$ cat src/spr_pkg.sv
// Package for the sync pulse trigger router: register map, fields, reset values, timing.
package spr_pkg;
   // Register byte offsets.
   localparam logic [7:0] SPR_REG_CTRL = 8'h00;
   localparam logic [7:0] SPR_REG_STATUS = 8'h04;
   localparam logic [7:0] SPR_REG_USAGE = 8'h08;
   localparam logic [7:0] SPR_REG_CMD = 8'h0c;
   // Feed selector encodings.
   localparam logic [1:0] SPR_FEED_FRONT = 2'h0;
   localparam logic [1:0] SPR_FEED_REFCLK = 2'h1;
   localparam logic [1:0] SPR_FEED_CONVERT = 2'h2;
   // Front connector source encodings.
   localparam logic [1:0] SPR_FRONT_ARM = 2'h0;
   localparam logic [1:0] SPR_FRONT_READY = 2'h1;
   localparam logic [1:0] SPR_FRONT_CONVERT = 2'h2;
   localparam logic [1:0] SPR_FRONT_REFCLK = 2'h3;
   // CTRL fields.
   localparam int SPR_CTRL_FEED0_LSB = 0;
   localparam int SPR_CTRL_FEED1_LSB = 2;
   localparam int SPR_CTRL_EN0_BIT = 4;
   localparam int SPR_CTRL_EN1_BIT = 5;
   localparam int SPR_CTRL_FRONT_EN_BIT = 6;
   localparam int SPR_CTRL_FRONT_SRC_LSB = 8;
   localparam int SPR_CTRL_LBUS_BIT = 10;
   localparam int SPR_CTRL_SBUS_BIT = 11;
   // STATUS fields.
   localparam int SPR_STAT_CONFLICT_BIT = 0;
   localparam int SPR_STAT_BUSY_BIT = 1;
   localparam int SPR_STAT_LINE_LSB = 2;
   // CMD fields.
   localparam int SPR_CMD_MEASURE_BIT = 0;
   localparam int SPR_CMD_CLRERR_BIT = 1;
   // Reset values: line 0 convert feed, line 1 front feed, everything off.
   localparam logic [1:0] SPR_RST_FEED0 = SPR_FEED_CONVERT;
   localparam logic [1:0] SPR_RST_FEED1 = SPR_FEED_FRONT;
   localparam logic [1:0] SPR_RST_FRONT_SRC = SPR_FRONT_CONVERT;
   // Bus answers.
   localparam logic [1:0] SPR_RESP_OKAY = 2'h0;
   localparam logic [1:0] SPR_RESP_SLVERR = 2'h2;
   localparam logic [1:0] SPR_RESP_DECERR = 2'h3;
   // Convert pulse width.
   localparam int SPR_CLK_PERIOD_NS = 10;
   localparam int SPR_PULSE_NS = 25;
   localparam int SPR_PULSE_CYCLES = (SPR_PULSE_NS + SPR_CLK_PERIOD_NS - 1) / SPR_CLK_PERIOD_NS;
endpackage

$ cat src/spr_line_mux.sv
// Per-line feed selection and enable gating for one backplane sync line.
`timescale 1ns/1ps
module spr_line_mux (
   // Clocking.
   input wire logic clock,
   input wire logic rst,
   input wire logic clockEnable,
   // Settings.
   input wire logic [1:0] feed,
   input wire logic lineEnable,
   input wire logic frontEnable,
   // Sources.
   input wire logic frontSignal,
   input wire logic refClock,
   input wire logic refExternal,
   input wire logic convertPulse,
   // Line.
   output logic lineOut,
   output logic lineOe
);
   import spr_pkg::*;
   typedef struct packed {
      logic out;
      logic oe;
   } spr_lm_state_t;
   spr_lm_state_t st, next_st;
   always_comb begin
      next_st.out = 1'b0;
      next_st.oe = lineEnable;
      case (feed)
         SPR_FEED_FRONT: begin
            next_st.out = ~frontSignal;
            next_st.oe = lineEnable & frontEnable;
         end
         // External reference: line follows its inverse so it rises on the falling edge.
         SPR_FEED_REFCLK: begin
            next_st.out = refExternal ? ~refClock : refClock;
         end
         SPR_FEED_CONVERT: begin
            next_st.out = convertPulse;
         end
         default: begin
            next_st.oe = 1'b0;
         end
      endcase
      if (!next_st.oe) begin
         next_st.out = 1'b0;
      end
   end
   always_ff @(posedge clock or posedge rst) begin
      if (rst) begin
         st <= '0;
      end else if (clockEnable) begin
         st <= next_st;
      end
   end
   assign lineOut = st.out;
   assign lineOe = st.oe;
endmodule

$ cat src/spr_pulse_gen.sv
// Fixed-width pulse stretcher for convert strobes.
`timescale 1ns/1ps
module spr_pulse_gen #(
   parameter int WIDTH = spr_pkg::SPR_PULSE_CYCLES
) (
   // Clocking.
   input wire logic clock,
   input wire logic rst,
   input wire logic clockEnable,
   // Strobe in, pulse out.
   input wire logic strobe,
   output logic pulse
);
   import spr_pkg::*;
   typedef struct packed {
      logic [3:0] count;
   } spr_pg_state_t;
   spr_pg_state_t st, next_st;
   always_comb begin
      next_st = st;
      // A strobe during a pulse restarts it so back-to-back strobes still show.
      if (strobe) begin
         next_st.count = 4'(WIDTH);
      end else if (st.count != 4'h0) begin
         next_st.count = st.count - 4'h1;
      end
   end
   always_ff @(posedge clock or posedge rst) begin
      if (rst) begin
         st <= '0;
      end else if (clockEnable) begin
         st <= next_st;
      end
   end
   assign pulse = (st.count != 4'h0);
endmodule

$ cat src/spr_sync_pulse_trigger_router.sv
// Top of the sync pulse trigger router with its AXI4-Lite register slave.
// How it works
// - Two backplane sync lines 0 and 1, each with front, refclock or convert feed.
// - Front feed drives the chosen front connector signal inverted.
// - Front feed drives only when front enable and line enable are both set.
// - Refclock rises on external reference falling edge, else on rising edge.
// - Enabled refclock feed runs continuously until another feed is chosen.
// - Convert feed gives one 3-cycle (30 ns) positive pulse per converter strobe.
// - Convert pulses also come during local or system bus readout.
// - Each line keeps its own feed selection.
// - Each line has its own enable gating its output.
// - Enabling a line already used as a source raises a conflict error.
// - Feed and enable writes to CTRL are refused while an acquisition is initiated; the measure command is not.
// - Measure command disables outputs, resets feeds, stops readout; states persist.
// - Arm source on front feed goes low at arm event until samples done.
// - Ready source goes low after arm delay until samples done.
`timescale 1ns/1ps
module spr_sync_pulse_trigger_router
   import spr_pkg::*;
#(
   parameter int LINES = 2,
   parameter int PULSE_CYCLES = spr_pkg::SPR_PULSE_CYCLES
) (
   // Clocking.
   input wire logic clock,
   input wire logic rst,
   input wire logic clockEnable,
   // AXI4-Lite write.
   input wire logic [7:0] s_axi_awaddr,
   input wire logic s_axi_awvalid,
   output logic s_axi_awready,
   input wire logic [31:0] s_axi_wdata,
   input wire logic [3:0] s_axi_wstrb,
   input wire logic s_axi_wvalid,
   output logic s_axi_wready,
   output logic [1:0] s_axi_bresp,
   output logic s_axi_bvalid,
   input wire logic s_axi_bready,
   // AXI4-Lite read.
   input wire logic [7:0] s_axi_araddr,
   input wire logic s_axi_arvalid,
   output logic s_axi_arready,
   output logic [31:0] s_axi_rdata,
   output logic [1:0] s_axi_rresp,
   output logic s_axi_rvalid,
   input wire logic s_axi_rready,
   // Acquisition state.
   input wire logic initiated,
   input wire logic convertStrobe,
   input wire logic readoutStrobe,
   input wire logic armEvent,
   input wire logic armDelayDone,
   input wire logic samplesDone,
   // Reference clock.
   input wire logic refClock,
   input wire logic refExternal,
   // Lines used as sources elsewhere, one bit per line.
   input wire logic [1:0] lineInUse,
   // Backplane sync lines.
   output logic [1:0] backplaneSyncLineOut,
   output logic [1:0] backplaneSyncLineOe,
   // Readout path enables.
   output logic localBusReadout,
   output logic systemBusReadout
);
   typedef struct packed {
      logic [1:0] feed0;
      logic [1:0] feed1;
      logic [1:0] lineEn;
      logic frontEn;
      logic [1:0] frontSrc;
      logic lbus;
      logic sbus;
      logic conflict;
      logic armLow;
      logic readyLow;
      logic awHeld;
      logic [7:0] awAddr;
      logic wHeld;
      logic [31:0] wData;
      logic [3:0] wStrb;
      logic bValid;
      logic [1:0] bResp;
      logic rValid;
      logic [31:0] rData;
      logic [1:0] rResp;
   } spr_state_t;
   spr_state_t st, next_st;
   logic convertPulse;
   logic frontSignal;
   logic [1:0] feedOf [2];

   function automatic logic known(input logic [7:0] a);
      known = (a == SPR_REG_CTRL) || (a == SPR_REG_STATUS) ||
              (a == SPR_REG_USAGE) || (a == SPR_REG_CMD);
   endfunction

   // Readout strobes share the stretcher with converter strobes.
   spr_pulse_gen #(.WIDTH(PULSE_CYCLES)) u_pulse (
      .clock(clock),
      .rst(rst),
      .clockEnable(clockEnable),
      .strobe(convertStrobe | readoutStrobe),
      .pulse(convertPulse)
   );

   // Front connector arm, ready and convert signals are normally high and pulled low while active; refclock follows external, inverts internal reference.
   always_comb begin
      case (st.frontSrc)
         SPR_FRONT_ARM: frontSignal = ~st.armLow;
         SPR_FRONT_READY: frontSignal = ~st.readyLow;
         SPR_FRONT_CONVERT: frontSignal = ~convertPulse;
         SPR_FRONT_REFCLK: frontSignal = refExternal ? refClock : ~refClock;
         default: frontSignal = 1'b1;
      endcase
   end

   assign feedOf[0] = st.feed0;
   assign feedOf[1] = st.feed1;

   for (genvar i = 0; i < LINES; i++) begin : g_line
      spr_line_mux u_mux (
         .clock(clock),
         .rst(rst),
         .clockEnable(clockEnable),
         .feed(feedOf[i]),
         .lineEnable(st.lineEn[i]),
         .frontEnable(st.frontEn),
         .frontSignal(frontSignal),
         .refClock(refClock),
         .refExternal(refExternal),
         .convertPulse(convertPulse),
         .lineOut(backplaneSyncLineOut[i]),
         .lineOe(backplaneSyncLineOe[i])
      );
   end

   always_comb begin
      logic doWrite;
      logic [31:0] wd;
      logic [1:0] reqEn;
      doWrite = 1'b0;
      wd = '0;
      reqEn = '0;
      next_st = st;
      // Arm and ready levels; set wins over the end of the cycle.
      if (armEvent) begin
         next_st.armLow = 1'b1;
      end else if (samplesDone) begin
         next_st.armLow = 1'b0;
      end
      if (armDelayDone) begin
         next_st.readyLow = 1'b1;
      end else if (samplesDone) begin
         next_st.readyLow = 1'b0;
      end
      // Write channels may arrive in either order.
      if (s_axi_awvalid && s_axi_awready) begin
         next_st.awHeld = 1'b1;
         next_st.awAddr = s_axi_awaddr;
      end
      if (s_axi_wvalid && s_axi_wready) begin
         next_st.wHeld = 1'b1;
         next_st.wData = s_axi_wdata;
         next_st.wStrb = s_axi_wstrb;
      end
      if (st.awHeld && st.wHeld && !st.bValid) begin
         doWrite = 1'b1;
         wd = st.wData;
         next_st.awHeld = 1'b0;
         next_st.wHeld = 1'b0;
         next_st.bValid = 1'b1;
         next_st.bResp = known(st.awAddr) ? SPR_RESP_OKAY : SPR_RESP_DECERR;
      end
      if (st.bValid && s_axi_bready) begin
         next_st.bValid = 1'b0;
      end
      if (doWrite && st.awAddr == SPR_REG_CTRL && st.wStrb[0]) begin
         if (initiated) begin
            next_st.bResp = SPR_RESP_SLVERR;
         end else begin
            reqEn = wd[SPR_CTRL_EN1_BIT:SPR_CTRL_EN0_BIT];
            // A newly enabled line that is busy elsewhere is refused.
            if ((reqEn & ~st.lineEn & lineInUse) != 2'h0) begin
               next_st.conflict = 1'b1;
               next_st.bResp = SPR_RESP_SLVERR;
            end else begin
               next_st.feed0 = wd[SPR_CTRL_FEED0_LSB +: 2];
               next_st.feed1 = wd[SPR_CTRL_FEED1_LSB +: 2];
               next_st.lineEn = reqEn;
               next_st.frontEn = wd[SPR_CTRL_FRONT_EN_BIT];
            end
         end
      end
      if (doWrite && st.awAddr == SPR_REG_CTRL && st.wStrb[1] && !initiated) begin
         next_st.frontSrc = wd[SPR_CTRL_FRONT_SRC_LSB +: 2];
         next_st.lbus = wd[SPR_CTRL_LBUS_BIT];
         next_st.sbus = wd[SPR_CTRL_SBUS_BIT];
      end
      if (doWrite && st.awAddr == SPR_REG_CMD && st.wStrb[0]) begin
         if (wd[SPR_CMD_CLRERR_BIT]) begin
            next_st.conflict = 1'b0;
         end
         if (wd[SPR_CMD_MEASURE_BIT]) begin
            next_st.lineEn = '0;
            next_st.frontEn = 1'b0;
            next_st.feed0 = SPR_RST_FEED0;
            next_st.feed1 = SPR_RST_FEED1;
            next_st.frontSrc = SPR_RST_FRONT_SRC;
            next_st.lbus = 1'b0;
            next_st.sbus = 1'b0;
         end
      end
      // Read channel.
      if (s_axi_arvalid && s_axi_arready) begin
         next_st.rValid = 1'b1;
         next_st.rResp = known(s_axi_araddr) ? SPR_RESP_OKAY : SPR_RESP_DECERR;
         next_st.rData = '0;
         case (s_axi_araddr)
            SPR_REG_CTRL: begin
               next_st.rData[SPR_CTRL_FEED0_LSB +: 2] = st.feed0;
               next_st.rData[SPR_CTRL_FEED1_LSB +: 2] = st.feed1;
               next_st.rData[SPR_CTRL_EN1_BIT:SPR_CTRL_EN0_BIT] = st.lineEn;
               next_st.rData[SPR_CTRL_FRONT_EN_BIT] = st.frontEn;
               next_st.rData[SPR_CTRL_FRONT_SRC_LSB +: 2] = st.frontSrc;
               next_st.rData[SPR_CTRL_LBUS_BIT] = st.lbus;
               next_st.rData[SPR_CTRL_SBUS_BIT] = st.sbus;
            end
            SPR_REG_STATUS: begin
               next_st.rData[SPR_STAT_CONFLICT_BIT] = st.conflict;
               next_st.rData[SPR_STAT_BUSY_BIT] = initiated;
               next_st.rData[SPR_STAT_LINE_LSB +: 2] = backplaneSyncLineOut;
            end
            SPR_REG_USAGE: begin
               next_st.rData[1:0] = lineInUse;
            end
            default: begin
               next_st.rData = '0;
            end
         endcase
      end else if (st.rValid && s_axi_rready) begin
         next_st.rValid = 1'b0;
      end
   end

   always_ff @(posedge clock or posedge rst) begin
      if (rst) begin
         st <= '0;
         st.feed0 <= SPR_RST_FEED0;
         st.feed1 <= SPR_RST_FEED1;
         st.frontSrc <= SPR_RST_FRONT_SRC;
      end else if (clockEnable) begin
         st <= next_st;
      end
   end

   // Write channels are held off while a write waits for its response to drain, the read address while a read answer waits.
   assign s_axi_awready = clockEnable && !st.awHeld && !st.bValid;
   assign s_axi_wready = clockEnable && !st.wHeld && !st.bValid;
   assign s_axi_bvalid = st.bValid;
   assign s_axi_bresp = st.bResp;
   assign s_axi_arready = clockEnable && !st.rValid;
   assign s_axi_rvalid = st.rValid;
   assign s_axi_rdata = st.rData;
   assign s_axi_rresp = st.rResp;
   assign localBusReadout = st.lbus;
   assign systemBusReadout = st.sbus;
endmodule

$ cat config.mk
export PLATFORM = sky130hd
export DESIGN_NAME = spr_sync_pulse_trigger_router
export DESIGN_NICKNAME = d
export VERILOG_FILES = /design/src/spr_pkg.sv /design/src/spr_line_mux.sv /design/src/spr_pulse_gen.sv /design/src/spr_sync_pulse_trigger_router.sv
export SDC_FILE = /design/constraint.sdc
export NUM_CORES = 1
export LEC_CHECK = 0
export ABC_AREA = 1
export BUFFER_PORTS_ARGS = -buffer_cell sky130_fd_sc_hd__buf_2
export CAP_MARGIN = 20
export CELL_PAD_IN_SITES_DETAIL_PLACEMENT = 1
export CELL_PAD_IN_SITES_GLOBAL_PLACEMENT = 1
export CORE_ASPECT_RATIO = 0.8
export CORE_MARGIN = 2
export CORE_UTILIZATION = 39
export DETAILED_ROUTE_END_ITERATION = 10
export PLACE_DENSITY_LB_ADDON = 0.1
export SLEW_MARGIN = 25
export SYNTH_ARGS = -nofsm -noshare
export SYNTH_HDL_FRONTEND = slang
export SYNTH_HIERARCHICAL = 1
export SYNTH_SLANG_ARGS = --single-unit
$ cat constraint.sdc
create_clock -name clock -period 3.8 [get_ports clock]
set_input_delay 0.38 -clock clock [delete_from_list [all_inputs] [get_ports clock]]
set_output_delay 0.38 -clock clock [all_outputs]
set_load 0.03 [all_outputs]
# Yosys cells after proc, flatten, opt, wreduce, memory -nomap -nowiden
# Cells that the tools add are included.
# totals
register_bits,85
in_bits,70
out_inout_bits,47
elab_cells,148
# classes
addsub,1
eq_ne,13
n_mux,43
bitwise,11
reduce_logical,55
# ops
op,count
$mux W37,1
$eq A8 B4 Y1 const B,4
$mux W12,2
$mux W7,3
$reduce_and A2 Y1,10
$logic_and A1 B1 Y1,18
$mux W1,17
$eq A8 B3 Y1 const B,2
$logic_not A8 Y1,2
$mux W4,4
$reduce_bool A2 Y1,8
$mux W11,1
$mux W2,5
$mux W9,1
$eq A2 B2 Y1 const B,4
$eq A2 B1 Y1 const B,3
$logic_not A2 Y1,3
$logic_or A1 B1 Y1,6
$mux W3,2
$pmux W1 S3,2
$pmux W2 S3,1
$logic_not A1 Y1,5
$not A1 Y1,5
$and A2 B2 Y2,2
other kinds (9),12

# Logic depth before layout (Yosys ltp)
# depth
ltp_word,11
ltp_mapped,11
mapped_depth_nobuf,11

# Modules after synthesis
# Netlist, hierarchy kept.
# by_module_without_submodules
mod,instances,cells_each,area_each_um2,seq_area_each_um2
spr_sync_pulse_trigger_router,1,348,2791.4,1328.8
spr_line_mux,2,29,193.9,50.0
spr_pulse_gen,1,33,246.5,100.1

# Worst setup path after synthesis
# No wires, ideal clock.
# synth_timing
path_kind,flip-flop to flip-flop
startpoint,"register st, in the netlist s_axi_rvalid"
endpoint,"register st, in the netlist s_axi_rresp[0]"
setup_time_ns,0.135
arrival_ns,1.685
required_ns,3.665
path_slack_ns,1.981
stages_incl_launch_ff,6
n_path_buf,1
period_less_slack_ns,1.819
path_cell_list,dfrtp_1 > nor2_1 > nand2_1 > clkbuf_1 > nand2_1 > o21ai_0
# synth_via
elab_chain_cells,4
# synth_rtl
item,line_no,rtl
"start, declared",spr_sync_pulse_trigger_router.sv:88,"spr_state_t st, next_st;"
"start signal, assigned",spr_sync_pulse_trigger_router.sv:253,st <= next_st;
$logic_not A1 Y1,spr_sync_pulse_trigger_router.sv:262,assign s_axi_arready = clockEnable && !st.rValid;
$logic_and A1 B1 Y1,spr_sync_pulse_trigger_router.sv:262,
via s_axi_arready,spr_sync_pulse_trigger_router.sv:42,"output logic s_axi_arready,"
$logic_and A1 B1 Y1,spr_sync_pulse_trigger_router.sv:215,if (s_axi_arvalid && s_axi_arready) begin
$reduce_and A2 Y1 (no line),-,
# The timed path passes the listed nets, and every way through them passes these cells.
# A chain may end at the register's enable or synchronous reset.

# Final worst setup path
# layout_timing
startpoint,input clockEnable
endpoint,output s_axi_wready
# layout_via
elab_chain_cells,2
# layout_rtl
item,line_no,rtl
"start, declared",spr_sync_pulse_trigger_router.sv:27,"input wire logic clockEnable,"
$logic_and A1 B1 Y1 (2 in series),spr_sync_pulse_trigger_router.sv:259,assign s_axi_wready = clockEnable && !st.wHeld && !st.bValid;
"end, declared",spr_sync_pulse_trigger_router.sv:35,"output logic s_axi_wready,"
# Every way passes these cells.

==> impl_metrics.toml <==
[run_status]
outcome = "completed"

[clocking]
clock_insertion_delay_at_the_later_pin_of_the_skew_report_ns = 0.34
cts_tree = "done"
clk_root_buffer_cell = "sky130_fd_sc_hd__clkbuf_8"
worst_setup_hold_path_clk_slew_ns = 0.07
cts.sinks = 61
clockBufferDepth = 2
post-cts-setup-buffer-count = 0
cts_made_buffers = 9
max_h_tree_level = 3

[setup_path]
cp.required_ns = 3.42
crit-reg2reg-launch = "u_pulse/st[0]$_DFFE_PP0P_"
worst_path_largest_cell_delay_ns = 0.35
crit_path_end = "s_axi_wready"
regToRegSetupSlack_ns = 1.98
regToRegEndpoint = "g_line[0].u_mux/lineOut$_DFFE_PP0P_"
register_to_register_path_depth = 11
critPathArrivalTime_ns = 1.52
crit_path_max_fanout = 17
criticalPathCategory = "input port to output port"
setup.worst_path.start = "clockEnable"
logic_depth_of_the_worst_path_buffers_included = 6
worst_setup_path_start_kind = "input port"
critical_path.slowest_cell = "sky130_fd_sc_hd__buf_2"
critical_path.top_delay_family = "buffers and inverters"
timing.critical_path.buf_inv = 4
critPathCaptureType = "output port"
timing.critical_path.cells = "buf_2 > inv_2 > nor2_1 > inv_2 > nor2_2 > buf_2"

[yosys]
synth_cells = 439
largest_family_of_logic_cells_by_synthesized_area = "simple AND/OR/NAND/NOR gates"
synthDistinctLibCells = 34
ys_ff_latch = 61
synthSimpleGateAreaFrac_pct = 29.1
netlist_area_um2 = 3430
synth.area.mux_share_pct = 0
avgSynthCellArea_um2 = 7.80
yosys.area_share.adder_pct = 3.29
yosysSeqAreaShare_pct = 44.6
synth-warning-count = 6
xor_and_xnor_area_share_after_synthesis_pct = 0
compound_gate_fraction_of_synth_area_pct = 7.85

[hold_path]
hold_class = "input port to flip-flop"
whs_path_depth = 3

[detailed_routing]
detailedRoute.firstPassIterationCount = 4
detailed_route_drc_error_count = 0
routed_via_density = 4.64
drt_iter0_markers = 120
drtAntennaViolNets = 0
totalWireLength_mm = 8.47
routed_wire_per_std_cell_um = 13.7
detailroute.via_count = 2875

[die]
core_area_um2 = 8520
floorplan.initialDensity_pct = 40.2
die_h_um = 87.8
number_of_core_rows = 30
design.die.area_um2 = 9550
ios = 117
die-width_um = 109

[cells_and_area]
seq_area_um2 = 1530
syn2layout_area_growth_pct = 14.6
nets = 582
multi_input_comb_area_um2 = 1460
nFillCells = 1104
insertedDiodeCount = 0
final_layout_size_suffix_gt1_share_pct = 24.2

[timing]
slew_viol_final = 0
finalClockSkew_ns = 0.00508
rsz0062_at_grt = "false"
max_freq_ghz = 0.526
fin_crit_sh_pct = 50.0
timing_hold_violations_final = 0
timing_worst_slew_pin_value_ns = 0.633
final_period_minus_worst_setup_slack_ns = 1.90
fin_tns_setup_ns = 0
slew-limit-headroom_pct = 57.7
finalSetupViolCount = 0

[power_and_ir_drop]
post-layout-total-power_w = 0.00215
pwr_dens_nw_per_um2 = 547
power.leakage_nw = 2.13
worst_ir_drop_vdd_mv = 0.316

[global_routing]
grt_antenna_before_repair = 0
grt_usage_pct = 19.6
globalRouteOverflowTotal = 0
grt_pass1_wl_mm = 14.4
grt_max_degree = 32
grt_pass1_vias = 2876

[placement]
dp_hpwl_mm = 6.53
globalplace.congestion = 0.800
port_buffers = 72

[run]
timing.max_cap.violations = 0
==> what timing repair did <==
| action | CTS | global route |
|---|---|---|
| resized for setup | 0 | 0 |
| hold buffers | 1 | 0 |
| hold endpoints to repair | 8 | 0 |
==> sequential cells by signal, indices dropped and copies added (netlist names) <==
name and cells:
st 31, s_axi_bvalid 1, systemBusReadout 1, u_pulse/st 4
g_line.u_mux/lineOut 2, s_axi_rvalid 1, s_axi_rresp 1, s_axi_bresp 2
localBusReadout 1, g_line.u_mux/lineOe 2, feedOf 4, s_axi_rdata 11
==> cells by family after synthesis <==
family,after synthesis
fa+ha+maj,9
buf+inv,100
simple gates,222
other cells,1
compound gates,46
flops,61
==> Yosys cell counts <==
cell type | instances | area (um2)
sky130_fd_sc_hd__nand2_1 | 141 | 529
sky130_fd_sc_hd__dfrtp_1 | 59 | 1480
sky130_fd_sc_hd__inv_1 | 48 | 180
sky130_fd_sc_hd__buf_4 | 37 | 278
sky130_fd_sc_hd__nor2_1 | 27 | 101
sky130_fd_sc_hd__nand3_1 | 22 | 110
sky130_fd_sc_hd__o21ai_1 | 14 | 70.1
sky130_fd_sc_hd__inv_2 | 11 | 41.3
sky130_fd_sc_hd__a21oi_1 | 10 | 50.1
sky130_fd_sc_hd__ha_1 | 9 | 113
sky130_fd_sc_hd__o21ai_0 | 8 | 40.0
sky130_fd_sc_hd__o31ai_1 | 6 | 45.0
sky130_fd_sc_hd__nand3_2 | 5 | 50.1
sky130_fd_sc_hd__nand4_1 | 5 | 31.3
sky130_fd_sc_hd__nor2_2 | 4 | 25.0
sky130_fd_sc_hd__nor2_4 | 4 | 45.0
sky130_fd_sc_hd__clkbuf_1 | 3 | 11.3
sky130_fd_sc_hd__nand2_2 | 3 | 18.8
sky130_fd_sc_hd__a2bb2oi_1 | 2 | 17.5
sky130_fd_sc_hd__dfstp_2 | 2 | 52.6
sky130_fd_sc_hd__nand2_4 | 2 | 22.5
sky130_fd_sc_hd__nand3b_1 | 2 | 15.0
sky130_fd_sc_hd__nor3_1 | 2 | 10.0
sky130_fd_sc_hd__o211ai_1 | 2 | 15.0
sky130_fd_sc_hd__or2_1 | 2 | 12.5
sky130_fd_sc_hd__a22o_1 | 1 | 8.76
sky130_fd_sc_hd__a22oi_1 | 1 | 7.51
sky130_fd_sc_hd__a31oi_1 | 1 | 6.26
sky130_fd_sc_hd__a32oi_1 | 1 | 8.76
sky130_fd_sc_hd__and3_1 | 1 | 6.26
sky130_fd_sc_hd__buf_2 | 1 | 5.00
sky130_fd_sc_hd__conb_1 | 1 | 3.75
sky130_fd_sc_hd__nand4_2 | 1 | 12.5
sky130_fd_sc_hd__or2_2 | 1 | 6.26
==> report_power, final <==
part           leakage, nW  switching (W)  internal [W]
Sequential           0.779       0.000121      0.000813
Clock               0.0943       0.000269      0.000318
Combinational         1.26       0.000430      0.000196
==> worst reg2reg max path, stage by stage (launching register included) <==
cell	delay (ns)
sky130_fd_sc_hd__dfrtp_1	0.38
sky130_fd_sc_hd__inv_1	0.13
sky130_fd_sc_hd__ha_1	0.25
sky130_fd_sc_hd__nand3_1	0.18
sky130_fd_sc_hd__a21oi_1	0.20
sky130_fd_sc_hd__a32oi_1	0.08
sky130_fd_sc_hd__o31ai_1	0.12
sky130_fd_sc_hd__nor2_1	0.09
sky130_fd_sc_hd__nor2_1	0.10
sky130_fd_sc_hd__nand2_1	0.06
sky130_fd_sc_hd__nand2_1	0.06
sky130_fd_sc_hd__nand2_1	0.05
==> metal layers <==
| layer | GRT usage (%) | vias up | wire length [um] |
|---|---|---|---|
| li1 | - | 1445 | - |
| met3 | 5.21 | 5 | 337 |
| met2 | 31.6 | 58 | 3910 |
| met4 | 4.20 | 0 | 39 |
| met1 | 26.8 | 1367 | 4180 |
| met5 | 0 | - | 0 |
==> final cells by class <==
class,count,area share (%)
timing repair buffer,74,9.63
clock buffer,10,3.51
clock inverter,6,1.59
tap,112,3.57
multi-input combinational,298,37.1
inverter,59,5.64
sequential,61,39.0
==> how the worst min path moves through the flow <==
stage / from / end
floorplan: rst / g_line[0].u_mux/lineOe$_DFFE_PP0P_
global placement: rst / g_line[0].u_mux/lineOut$_DFFE_PP0P_
detailed placement: rst / g_line[0].u_mux/lineOe$_DFFE_PP0P_
CTS: s_axi_wdata[9] / st[51]$_DFFE_PP0P_
global route: s_axi_awaddr[6] / st[81]$_DFFE_PP0P_
finish: s_axi_wdata[9] / st[51]$_DFFE_PP0P_
==> layout by cell type, fill, tap and decap left out, types with 4 or more instances in the layout <==
master / n
sky130_fd_sc_hd__nor2_1: 27
sky130_fd_sc_hd__a21oi_1: 10
sky130_fd_sc_hd__nand3_2: 5
sky130_fd_sc_hd__nand3_1: 22
sky130_fd_sc_hd__o31ai_1: 6
sky130_fd_sc_hd__o21ai_1: 14
sky130_fd_sc_hd__nor2_4: 4
sky130_fd_sc_hd__ha_1: 9
sky130_fd_sc_hd__o21ai_0: 8
sky130_fd_sc_hd__conb_1: 21
sky130_fd_sc_hd__dfrtp_1: 59
sky130_fd_sc_hd__nor2_2: 4
sky130_fd_sc_hd__buf_2: 72
sky130_fd_sc_hd__clkbuf_8: 10
sky130_fd_sc_hd__inv_1: 47
sky130_fd_sc_hd__inv_2: 12
sky130_fd_sc_hd__nand4_1: 5
sky130_fd_sc_hd__nand2_1: 141
==> stage by stage <==
step | utilization [%] | hold slack [ns] | setup slack (ns) | cells | instance area (um2)
2_1_floorplan | - | 0.121 | 1.98 | 459 | 3500
3_3_place_gp | 43.6 | 0.269 | 1.68 | 603 | 3710
3_5_place_dp | 43.6 | 0.280 | 1.67 | 603 | 3710
4_1_cts | 46.1 | 0.207 | 1.90 | 620 | 3930
5_1_grt | 46.1 | 0.225 | 1.74 | 620 | 3930
6_report | 46.1 | 0.231 | 1.90 | 620 | 3930
(Power assumes the default switching activity.)
